## config.mk

```make
export PLATFORM = sky130hd
export DESIGN_NAME = hacd_top
export DESIGN_NICKNAME = d
export VERILOG_FILES = /design/src/verilog/hacd_pkg.sv /design/src/verilog/hacd_top.sv /design/src/verilog/hacd_select.sv /design/src/verilog/hacd_input_port.sv
export VERILOG_INCLUDE_DIRS = /design/src /design/src/verilog
export SDC_FILE = /design/constraint.sdc
export NUM_CORES = 1
export LEC_CHECK = 0
export ABC_AREA = 1
export BUFFER_PORTS_ARGS = -buffer_cell sky130_fd_sc_hd__buf_2
export CORE_ASPECT_RATIO = 1.1
export CORE_UTILIZATION = 59
export CTS_CLUSTER_SIZE = 30
export DETAILED_ROUTE_END_ITERATION = 7
export PLACE_DENSITY_LB_ADDON = 0.15
export SLEW_MARGIN = 40
export SYNTH_ARGS = -nofsm -noshare
export SYNTH_HDL_FRONTEND = slang
export SYNTH_HIERARCHICAL = 1
export SYNTH_SLANG_ARGS = --single-unit
```

## constraint.sdc

```tcl
create_clock -name clk -period 4.16 [get_ports clk]
set_clock_uncertainty 0.2 [all_clocks]
set_input_delay 0.208 -clock clk [delete_from_list [all_inputs] [get_ports clk]]
set_output_delay 0.208 -clock clk [all_outputs]
set_load 0.05 [all_outputs]
```

## src/verilog/hacd_defs.svh

```systemverilog
`ifndef HACD_DEFS_SVH
`define HACD_DEFS_SVH

// ---------------------------------------------------------------
// External register addresses
// ---------------------------------------------------------------
`define HACD_A_DR_LOW      3'h0
`define HACD_A_DR_MID      3'h1
`define HACD_A_DR_HIGH     3'h2
`define HACD_A_SLEEP       3'h3
`define HACD_A_PIN_SYNC    3'h4
`define HACD_A_SOFT_SYNC   3'h5
`define HACD_A_CAR         3'h6
`define HACD_A_ACR         3'h7

// ---------------------------------------------------------------
// Field positions
// ---------------------------------------------------------------
`define HACD_ACR_AUTOINC   7
`define HACD_ACR_BCAST     6
`define HACD_ACR_INSTR_HI  5
`define HACD_ACR_INSTR_LO  2
`define HACD_ACR_CHAN_HI   1
`define HACD_ACR_CHAN_LO   0
`define HACD_SLEEP_INPORT  5
`define HACD_SLEEP_USED    8'h3F
`define HACD_DR_HIGH_MSB   3
`define HACD_GAIN_POL      4
`define HACD_GAIN_ILV      3
`define HACD_GAIN_HOLD_MSB 2
`define HACD_THR_MSB       9
`define HACD_DWELL_MSB     19

// ---------------------------------------------------------------
// Broadcast instruction codes and channel masks
// ---------------------------------------------------------------
`define HACD_BC_ALL        4'h0
`define HACD_BC_CH012      4'h1
`define HACD_BC_CH123      4'h2
`define HACD_BC_DEV_ALL    4'h4
`define HACD_BC_LSB0       4'h8
`define HACD_BC_LSB1       4'h9
`define HACD_BC_LOW00      4'hC
`define HACD_BC_LOW01      4'hD
`define HACD_BC_LOW10      4'hE
`define HACD_BC_LOW11      4'hF
`define HACD_MASK_ALL      4'hF
`define HACD_MASK_CH012    4'h7
`define HACD_MASK_CH123    4'hE
`define HACD_MASK_NONE     4'h0

// ---------------------------------------------------------------
// Input-port map
// ---------------------------------------------------------------
`define HACD_IP_SPAN       5'h00
`define HACD_IP_PER_INPUT  4
`define HACD_IP_LOW        2'h0
`define HACD_IP_HIGH       2'h1
`define HACD_IP_DWELL      2'h2
`define HACD_IP_GAIN       2'h3
`define HACD_THR_MASK      20'h003FF
`define HACD_DWELL_MASK    20'hFFFFF
`define HACD_GAIN_MASK     20'h0001F

// ---------------------------------------------------------------
// Reset values and steps
// ---------------------------------------------------------------
`define HACD_RST_BYTE      8'h00
`define HACD_RST_NIBBLE    4'h0
`define HACD_RST_WORD      20'h00000
`define HACD_CAR_STEP      8'h01

`endif

```

## src/verilog/hacd_pkg.sv

```systemverilog
`include "hacd_defs.svh"
package hacd_pkg;

   typedef struct packed {
      logic       wr;
      logic       rd;
      logic [2:0] addr;
      logic [7:0] wdata;
   } hacd_ext_req_t;

   typedef struct packed {
      logic        wr;
      logic        rd;
      logic [3:0]  mask;
      logic [9:0]  addr;
      logic [19:0] data;
   } hacd_chan_req_t;

   typedef struct packed {
      logic [9:0]  low_thr;
      logic [9:0]  high_thr;
      logic [19:0] dwell;
      logic        polarity;
      logic        interleave;
      logic [2:0]  holdoff;
   } hacd_inport_cfg_t;

   typedef enum logic {HACD_IDLE, HACD_WAIT_CHAN} hacd_state_t;

   function automatic logic [3:0] hacd_onehot(input logic [1:0] sel);
      hacd_onehot = 4'h1 << sel;
   endfunction

   function automatic logic [19:0] hacd_ip_mask(input logic [1:0] kind);
      unique case (kind)
         `HACD_IP_LOW:   hacd_ip_mask = `HACD_THR_MASK;
         `HACD_IP_HIGH:  hacd_ip_mask = `HACD_THR_MASK;
         `HACD_IP_DWELL: hacd_ip_mask = `HACD_DWELL_MASK;
         `HACD_IP_GAIN:  hacd_ip_mask = `HACD_GAIN_MASK;
      endcase
   endfunction

endpackage

```

## src/verilog/hacd_top.sv

```systemverilog
`timescale 1ns/10ps
`include "hacd_defs.svh"
module hacd_top (
   input  wire logic                  clk,
   input  wire logic                  rst_b,
   input  hacd_pkg::hacd_ext_req_t    ext_req,
   input  wire logic [3:0]            device_identity_pins,
   input  wire logic [19:0]           chan_rdata,
   input  wire logic                  chan_rack,
   output logic [7:0]                 ext_rdata_q,
   output logic                       ext_rvalid_q,
   output logic                       ext_busy_q,
   output hacd_pkg::hacd_chan_req_t   chan_req_q,
   output logic [7:0]                 sleep_q,
   output logic [7:0]                 pin_sync_q,
   output logic [7:0]                 soft_sync_q,
   output logic                       soft_sync_stb_q,
   output hacd_pkg::hacd_inport_cfg_t inport_a_cfg,
   output hacd_pkg::hacd_inport_cfg_t inport_b_cfg
);
   import hacd_pkg::*;

   // ---------------------------------------------------------------
   // Declarations
   // ---------------------------------------------------------------
   hacd_state_t state_q;
   logic [7:0]  acr_q;
   logic [7:0]  car_q;
   logic [7:0]  dr_mid_q;
   logic [3:0]  dr_high_q;
   logic [19:0] rd_word_q;

   logic        take_wr;
   logic        take_rd;
   logic        accept;
   logic [3:0]  chan_mask;
   logic        inport_mode;
   logic        inport_hit;
   logic        low_wr;
   logic        low_rd;
   logic        ip_wr;
   logic        ip_rd_done;
   logic        chan_rd_start;
   logic        chan_rd_done;
   logic        access_done;
   logic [19:0] wr_word;
   logic [19:0] ip_rdata;
   logic [7:0]  reg_rdata;

   // ---------------------------------------------------------------
   // Request qualification
   // ---------------------------------------------------------------
   // Requests arriving while a channel read is outstanding are dropped;
   // ext_busy_q tells the host to hold off.
   assign take_wr = ext_req.wr && (state_q == HACD_IDLE);
   assign take_rd = ext_req.rd && !ext_req.wr && (state_q == HACD_IDLE);

   assign low_wr = take_wr && (ext_req.addr == `HACD_A_DR_LOW);
   assign low_rd = take_rd && (ext_req.addr == `HACD_A_DR_LOW);

   assign inport_mode = sleep_q[`HACD_SLEEP_INPORT];
   assign inport_hit  = inport_mode && (car_q[7:3] == `HACD_IP_SPAN);

   assign wr_word = {dr_high_q, dr_mid_q, ext_req.wdata};

   // ---------------------------------------------------------------
   // Selection decode
   // ---------------------------------------------------------------
   hacd_select u_select (
      .broadcast (acr_q[`HACD_ACR_BCAST]),
      .instr     (acr_q[`HACD_ACR_INSTR_HI:`HACD_ACR_INSTR_LO]),
      .identity  (device_identity_pins),
      .chan_sel  (acr_q[`HACD_ACR_CHAN_HI:`HACD_ACR_CHAN_LO]),
      .accept    (accept),
      .chan_mask (chan_mask)
   );

   // ---------------------------------------------------------------
   // Input-port control map
   // ---------------------------------------------------------------
   // Pointer above the map drops writes and reads back zero
   assign ip_wr      = low_wr && accept && inport_hit;
   assign ip_rd_done = low_rd && accept && inport_mode;

   hacd_input_port #(
      .REGS (8)
   ) u_input_port (
      .clk   (clk),
      .rst_b (rst_b),
      .wr_en (ip_wr),
      .index (car_q[2:0]),
      .wdata (wr_word),
      .rdata (ip_rdata),
      .cfg_a (inport_a_cfg),
      .cfg_b (inport_b_cfg)
   );

   // ---------------------------------------------------------------
   // Access completion
   // ---------------------------------------------------------------
   assign chan_rd_start = low_rd && accept && !inport_mode;
   // Acknowledge counts only while waiting; a stray pulse is ignored
   assign chan_rd_done  = (state_q == HACD_WAIT_CHAN) && chan_rack;
   // An ignored access, local or broadcast, leaves the pointer alone
   // Never meets a pointer write: strobes stall while busy
   assign access_done   = (low_wr && accept) || ip_rd_done || chan_rd_done;

   // ---------------------------------------------------------------
   // Read multiplexer for the non-triggering registers
   // ---------------------------------------------------------------
   // Low window answers zero here; its data takes the access path
   always_comb begin
      reg_rdata = `HACD_RST_BYTE;
      unique case (ext_req.addr)
         `HACD_A_ACR: begin
            reg_rdata = acr_q;
         end
         `HACD_A_CAR: begin
            reg_rdata = car_q;
         end
         `HACD_A_DR_MID: begin
            reg_rdata = rd_word_q[15:8];
         end
         `HACD_A_DR_HIGH: begin
            reg_rdata = {`HACD_RST_NIBBLE, rd_word_q[19:16]};
         end
         `HACD_A_DR_LOW: begin
            reg_rdata = `HACD_RST_BYTE;
         end
         `HACD_A_SLEEP, `HACD_A_PIN_SYNC, `HACD_A_SOFT_SYNC: begin
            // Write-only registers
            reg_rdata = `HACD_RST_BYTE;
         end
      endcase
   end

   // ---------------------------------------------------------------
   // Access control register
   // ---------------------------------------------------------------
   always_ff @(posedge clk or negedge rst_b) begin
      if (!rst_b) begin
         acr_q <= `HACD_RST_BYTE;
      end else if (take_wr && ext_req.addr == `HACD_A_ACR) begin
         acr_q <= ext_req.wdata;
      end
   end

   // ---------------------------------------------------------------
   // Channel address pointer
   // ---------------------------------------------------------------
   always_ff @(posedge clk or negedge rst_b) begin
      if (!rst_b) begin
         car_q <= `HACD_RST_BYTE;
      end else if (take_wr && ext_req.addr == `HACD_A_CAR) begin
         car_q <= ext_req.wdata;
      end else if (access_done && acr_q[`HACD_ACR_AUTOINC]) begin
         car_q <= car_q + `HACD_CAR_STEP;
      end
   end

   // ---------------------------------------------------------------
   // Data window staging
   // ---------------------------------------------------------------
   always_ff @(posedge clk or negedge rst_b) begin
      if (!rst_b) begin
         dr_mid_q  <= `HACD_RST_BYTE;
         dr_high_q <= `HACD_RST_NIBBLE;
      end else if (take_wr && ext_req.addr == `HACD_A_DR_MID) begin
         dr_mid_q <= ext_req.wdata;
      end else if (take_wr && ext_req.addr == `HACD_A_DR_HIGH) begin
         // Upper nibble of the byte is dropped
         dr_high_q <= ext_req.wdata[`HACD_DR_HIGH_MSB:0];
      end
   end

   // ---------------------------------------------------------------
   // Global control registers
   // ---------------------------------------------------------------
   always_ff @(posedge clk or negedge rst_b) begin
      if (!rst_b) begin
         sleep_q <= `HACD_RST_BYTE;
      end else if (take_wr && ext_req.addr == `HACD_A_SLEEP) begin
         sleep_q <= ext_req.wdata & `HACD_SLEEP_USED;
      end
   end

   always_ff @(posedge clk or negedge rst_b) begin
      if (!rst_b) begin
         pin_sync_q <= `HACD_RST_BYTE;
      end else if (take_wr && ext_req.addr == `HACD_A_PIN_SYNC) begin
         pin_sync_q <= ext_req.wdata;
      end
   end

   always_ff @(posedge clk or negedge rst_b) begin
      if (!rst_b) begin
         soft_sync_q     <= `HACD_RST_BYTE;
         soft_sync_stb_q <= 1'b0;
      end else begin
         soft_sync_stb_q <= take_wr && (ext_req.addr == `HACD_A_SOFT_SYNC);
         if (take_wr && ext_req.addr == `HACD_A_SOFT_SYNC) begin
            soft_sync_q <= ext_req.wdata;
         end
      end
   end

   // ---------------------------------------------------------------
   // Internal channel request
   // ---------------------------------------------------------------
   always_ff @(posedge clk or negedge rst_b) begin
      if (!rst_b) begin
         chan_req_q <= '0;
      end else begin
         chan_req_q.wr <= low_wr && accept && !inport_mode;
         chan_req_q.rd <= chan_rd_start;
         // Mask, address and data hold after the pulse
         // so a slow channel may still sample them
         if (low_wr || low_rd) begin
            chan_req_q.mask <= accept ? chan_mask : `HACD_MASK_NONE;
            chan_req_q.addr <= {acr_q[`HACD_ACR_CHAN_HI:`HACD_ACR_CHAN_LO], car_q};
            chan_req_q.data <= wr_word;
         end
      end
   end

   // ---------------------------------------------------------------
   // Read sequencing
   // ---------------------------------------------------------------
   always_ff @(posedge clk or negedge rst_b) begin
      if (!rst_b) begin
         state_q    <= HACD_IDLE;
         ext_busy_q <= 1'b0;
      end else begin
         unique case (state_q)
            // One read in flight at most: no queue, so the
            // host port stalls for the whole channel wait
            HACD_IDLE: begin
               if (chan_rd_start) begin
                  state_q    <= HACD_WAIT_CHAN;
                  ext_busy_q <= 1'b1;
               end
            end
            HACD_WAIT_CHAN: begin
               // No timeout: a channel that never answers stalls the port
               if (chan_rack) begin
                  state_q    <= HACD_IDLE;
                  ext_busy_q <= 1'b0;
               end
            end
         endcase
      end
   end

   // Readback under broadcast is delivered as-is and may be garbage
   always_ff @(posedge clk or negedge rst_b) begin
      if (!rst_b) begin
         rd_word_q <= `HACD_RST_WORD;
      end else if (chan_rd_done) begin
         rd_word_q <= chan_rdata;
      end else if (ip_rd_done) begin
         rd_word_q <= inport_hit ? ip_rdata : `HACD_RST_WORD;
      end
   end

   always_ff @(posedge clk or negedge rst_b) begin
      if (!rst_b) begin
         ext_rdata_q  <= `HACD_RST_BYTE;
         ext_rvalid_q <= 1'b0;
      end else begin
         ext_rvalid_q <= 1'b0;
         if (chan_rd_done) begin
            ext_rdata_q  <= chan_rdata[7:0];
            ext_rvalid_q <= 1'b1;
         end else if (ip_rd_done) begin
            ext_rdata_q  <= inport_hit ? ip_rdata[7:0] : `HACD_RST_BYTE;
            ext_rvalid_q <= 1'b1;
         end else if (take_rd && !chan_rd_start) begin
            ext_rdata_q  <= reg_rdata;
            ext_rvalid_q <= 1'b1;
         end
      end
   end

endmodule

```

## src/verilog/hacd_select.sv

```systemverilog
`timescale 1ns/10ps
`include "hacd_defs.svh"
module hacd_select (
   input  wire logic       broadcast,
   input  wire logic [3:0] instr,
   input  wire logic [3:0] identity,
   input  wire logic [1:0] chan_sel,
   output logic            accept,
   output logic [3:0]      chan_mask
);
   import hacd_pkg::*;

   always_comb begin
      accept    = 1'b0;
      chan_mask = hacd_onehot(chan_sel);
      if (!broadcast) begin
         accept = (instr == identity);
      end else begin
         unique case (instr)
            `HACD_BC_ALL: begin
               accept    = 1'b1;
               chan_mask = `HACD_MASK_ALL;
            end
            `HACD_BC_CH012: begin
               accept    = 1'b1;
               chan_mask = `HACD_MASK_CH012;
            end
            `HACD_BC_CH123: begin
               accept    = 1'b1;
               chan_mask = `HACD_MASK_CH123;
            end
            `HACD_BC_DEV_ALL: begin
               accept = 1'b1;
            end
            `HACD_BC_LSB0, `HACD_BC_LSB1: begin
               accept = (identity[0] == instr[0]);
            end
            `HACD_BC_LOW00, `HACD_BC_LOW01, `HACD_BC_LOW10, `HACD_BC_LOW11: begin
               accept = (identity[1:0] == instr[1:0]);
            end
            default: begin
               accept    = 1'b0;
               chan_mask = `HACD_MASK_NONE;
            end
         endcase
      end
   end

endmodule

```

## src/verilog/hacd_input_port.sv

```systemverilog
`timescale 1ns/10ps
`include "hacd_defs.svh"
module hacd_input_port #(
   parameter int unsigned REGS = 8
) (
   input  wire logic              clk,
   input  wire logic              rst_b,
   input  wire logic              wr_en,
   input  wire logic [2:0]        index,
   input  wire logic [19:0]       wdata,
   output logic [19:0]            rdata,
   output hacd_pkg::hacd_inport_cfg_t cfg_a,
   output hacd_pkg::hacd_inport_cfg_t cfg_b
);
   import hacd_pkg::*;

   logic [19:0]      reg_q [REGS];
   hacd_inport_cfg_t cfg   [2];

   // Each register keeps only its documented width
   for (genvar i = 0; i < REGS; i++) begin : g_reg
      always_ff @(posedge clk or negedge rst_b) begin
         if (!rst_b) begin
            reg_q[i] <= `HACD_RST_WORD;
         end else if (wr_en && index == 3'(i)) begin
            reg_q[i] <= wdata & hacd_ip_mask(2'(i));
         end
      end
   end

   assign rdata = reg_q[index] & hacd_ip_mask(index[1:0]);

   for (genvar s = 0; s < 2; s++) begin : g_side
      localparam int unsigned B = s * `HACD_IP_PER_INPUT;
      assign cfg[s].low_thr    = reg_q[B + `HACD_IP_LOW][`HACD_THR_MSB:0];
      assign cfg[s].high_thr   = reg_q[B + `HACD_IP_HIGH][`HACD_THR_MSB:0];
      assign cfg[s].dwell      = reg_q[B + `HACD_IP_DWELL][`HACD_DWELL_MSB:0];
      assign cfg[s].polarity   = reg_q[B + `HACD_IP_GAIN][`HACD_GAIN_POL];
      assign cfg[s].interleave = reg_q[B + `HACD_IP_GAIN][`HACD_GAIN_ILV];
      assign cfg[s].holdoff    = reg_q[B + `HACD_IP_GAIN][`HACD_GAIN_HOLD_MSB:0];
   end

   assign cfg_a = cfg[0];
   assign cfg_b = cfg[1];

endmodule

```

==> impl_metrics.env <==
export IMPL_clk_path_buf_depth=2
export IMPL_crit_type="register to register"
export IMPL_use_met1_pct=47.00
export IMPL_die_h_microns=134.1
export IMPL_netlist_instances=1125
export IMPL_yosys_area_top_type="dfrtp_1"
export IMPL_pwr_share_clk_pct=23.9
export IMPL_cp_end_kind="register"
export IMPL_synth_area_top_cells="dfrtp_1, nand2_1, o21ai_0"
export IMPL_io_pin_count=201
export IMPL_clock_latency_ns=0.44
export IMPL_grt_start_max_net_pins=97
export IMPL_yosysSeqAreaShare_pct=53.46
export IMPL_switching_power_w=0.003131
export IMPL_slowest_stage="dfrtp_1"
export IMPL_worstMarginPinSlew_ns=0.7429
export IMPL_slew_violations=0
export IMPL_core_sq_um=15290
export IMPL_p_per_area_nw_per_um2=627.3
export IMPL_synth_distinct_cells=38
export IMPL_wl_per_cell_microns=17.27
export IMPL_grt_overflow_total=0
export IMPL_via_count=8611
export IMPL_grt_usage_pct=33.59
export IMPL_synth_avg_cell_area_sq_um=8.321
export IMPL_rsz0062_at_grt="no"
export IMPL_rr_endpoint="u_input_port/cfg_b[21]"
export IMPL_relSlewSlack_pct=50.42
export IMPL_max_cap_viol_count=0
export IMPL_crit_path_frequent_cell="nand2_1"
export IMPL_clock_sinks=200
export IMPL_syn_area_sq_um=9361
export IMPL_vias_per_cell=5.621
export IMPL_gr_usage_met3_pct=6.250
export IMPL_finalCritPeriodShare_pct=71.87
export IMPL_rows=47
export IMPL_worst_ep_arrival_time_ns=3.12
export IMPL_outcome="completed"
export IMPL_crit_path_end="u_input_port/cfg_b[21]"
export IMPL_ys_warn_count=6
export IMPL_num_antenna_cells=0
export IMPL_drtIter0Drc=889
export IMPL_cp_num_cells=12
export IMPL_cts_reportedPaths_clkPinSlew_ns=0.07
export IMPL_synth_seq_cells=200
export IMPL_fin_crit_ns=2.990
export IMPL_place_ws_ns=1.246
export IMPL_antenna_left=0
export IMPL_final_layout_size_suffix_gt1_share_pct=21.33
export IMPL_grt_pass1_vias=7935
export IMPL_combPwrFrac_pct=37.0
export IMPL_hpwl_mm=18.39
export IMPL_final_common_cell="nand2_1"
export IMPL_drc_errors=0
export IMPL_cts_root_buf="clkbuf_16"
export IMPL_rr_startpoint="acr_q[3]"
export IMPL_final_setup_viol_count=0
export IMPL_power_internal_w=0.003930
export IMPL_peakVddDrop_uv=537.7
export IMPL_drtPass1Iterations=7
export IMPL_power_share_sequential_pct=39.1
export IMPL_dieArea_sq_um=16370
export IMPL_post_cts_resized=0
export IMPL_synth_top_area_share_pct=53.46
export IMPL_gp_congestion=0.9069
export IMPL_wirelength_mm=26.45
export IMPL_nets=1364
export IMPL_htreeDepth=4
export IMPL_path_cells="or2_1, nand2_1, nand3_1, nand2_1, nand2_1, nand2_1, nand3_1, nor2_1, nand2_1, inv_2, nand2_2, o21ai_0"
export IMPL_path_buf_inv=1
export IMPL_final_cell_mix="nand2_1, dfrtp_1, buf_2, o21ai_0, nand3_1"
export IMPL_path_delay_family="simple AND/OR/NAND/NOR gates"
export IMPL_path_max_fanout=40
export IMPL_crit_required_ns=4.29
export IMPL_io_buffers=198
export IMPL_setup_ws_ns=1.170
export IMPL_p_leak_nw=6.004
export IMPL_fmax_mhz=334.5
export IMPL_p_sw_share_pct=44.35
export IMPL_die_w_microns=122.1
export IMPL_cts_buffers=17
export IMPL_hold_violations=0
export IMPL_grt_pass1_wl_mm=41.59
export IMPL_cts_tree="built"
export IMPL_crit_path_max_incr_delay_ns=0.46
export IMPL_antenna_found_initial=0
export IMPL_grt_use_met2_pct=51.69
export IMPL_critPathLaunchType="register"
export IMPL_area_growth_synth_to_final_pct=20.25
export IMPL_worstSetupStartpoint="acr_q[3]"
export IMPL_ff2ff_path_depth=12
export IMPL_r2r_slack_ns=1.17
export IMPL_fin_setup_tns_ns=0
export IMPL_hold_class="primary input to register"
export IMPL_top_usage_layer="met2"
export IMPL_initial_core_util_pct=61.23
-- tightest hold or removal path, cell delays in order --
cell,delay (ns)
buf_2,0.11
nand2_1,0.06
nor2_1,0.05
nand2_1,0.06
nor2_1,0.07
nand2_1,0.09
inv_1,0.06
-- cells by family after synthesis --
| kind of cell | Yosys count | share of synthesized area, % |
|---|---|---|
| XOR/XNOR | 3 | 0.2807 |
| other | 1 | 0.04006 |
| AND/OR/NAND/NOR | 598 | 27.95 |
| AO/OA/AOI/OAI | 171 | 9.476 |
| flip-flops | 200 | 53.46 |
| adder cells (fa/ha/maj) | 1 | 0.1336 |
| buffers and inverters | 135 | 6.736 |
| multiplexers | 16 | 1.925 |
-- cell type report --
cell class,instances,area (sq um)
clock buffers,20,456.7
clock inverters,12,142.6
flip-flops and latches,200,5005
fillers,1195,4033
multi-input cells,791,3732
repair buffers,234,1376
well taps,196,245.2
inverters,79,299.0
-- flip-flops by register name (all words and copies together), names as in the netlist --
name,count
acr_q,8
soft_sync_q,8
ext_rvalid_q,1
pin_sync_q,8
soft_sync_stb_q,1
sleep_q,6
chan_req_q,36
dr_mid_q,8
ext_rdata_q,8
car_q,8
rd_word_q,12
u_input_port/cfg_a,45
state_q,1
u_input_port/cfg_b,45
dr_high_q,4
ext_busy_q,1
-- timing repair --
| item | in CTS | in global routing |
|---|---|---|
| hold endpoints to repair | 128 | 0 |
| setup buffers | 0 | 0 |
| hold buffers | 29 | 0 |
-- worst min-delay path by stage --
stage / slack, ns / depth (start not counted) / end / start
floorplan: -0.29 / 0 / acr_q[0] / rst_b
global placement: 0.13 / 1 / u_input_port/cfg_b[29] / rst_b
detailed placement: 0.13 / 1 / u_input_port/cfg_b[27] / rst_b
CTS: 0.1 / 7 / chan_req_q[34] / ext_req[11]
global route: 0.17 / 7 / chan_req_q[34] / ext_req[11]
finish: 0.11 / 7 / chan_req_q[34] / ext_req[11]
-- power groups by stage --
| stage | Combinational (W) | Sequential (W) | Clock (W) |
|---|---|---|---|
| 2_1_floorplan | 0.00104 | 0.00365 | 0 |
| 3_3_place_gp | 0.00252 | 0.00276 | 0 |
| 3_5_place_dp | 0.00256 | 0.00278 | 0 |
| 4_1_cts | 0.00260 | 0.00275 | 0.00170 |
| 5_1_grt | 0.00281 | 0.00282 | 0.00178 |
| 6_report | 0.00261 | 0.00276 | 0.00168 |
-- routing by layer --
layer	part of all wire, %	wire length (microns)
met1	42	11140
met2	47	12530
met3	7.5	1971
met4	3.1	818
met5	0	0
-- synth_stat cells --
cell type / number
a21oi_1: 24
a21oi_4: 1
buf_2: 24
buf_4: 8
buf_6: 8
clkbuf_1: 15
clkbuf_2: 1
clkinv_1: 1
conb_1: 1
dfrtp_1: 200
ha_1: 1
inv_1: 68
inv_2: 9
inv_4: 1
mux2_1: 2
mux2_2: 14
nand2_1: 413
nand2_2: 3
nand2_4: 2
nand3_1: 98
nand3_2: 2
nand3_4: 3
nand3b_1: 2
nand4_1: 20
nor2_1: 39
nor2_2: 3
nor2_4: 6
nor2_8: 2
nor3_1: 2
nor3_4: 2
o211a_1: 3
o21a_1: 1
o21ai_0: 101
o21ai_1: 39
o22ai_1: 2
or2_1: 1
xnor2_1: 2
xor2_1: 1
-- stage by stage --
step / hold WS (ns) / power (W) / util [%] / std cells / instance area, sq um
after global placement: 0.1332 / 0.005278 / 67.60 / 1470 / 10340
final: 0.1137 / 0.007061 / 73.63 / 1532 / 11260
after floorplan: -0.2876 / 0.004693 / - / 1126 / 9365
after CTS: 0.09688 / 0.007046 / 73.60 / 1532 / 11250
after global routing: 0.1661 / 0.007399 / 73.63 / 1532 / 11260
after detailed placement: 0.1343 / 0.005336 / 67.78 / 1471 / 10360
Power figures use the tool's default switching activity.
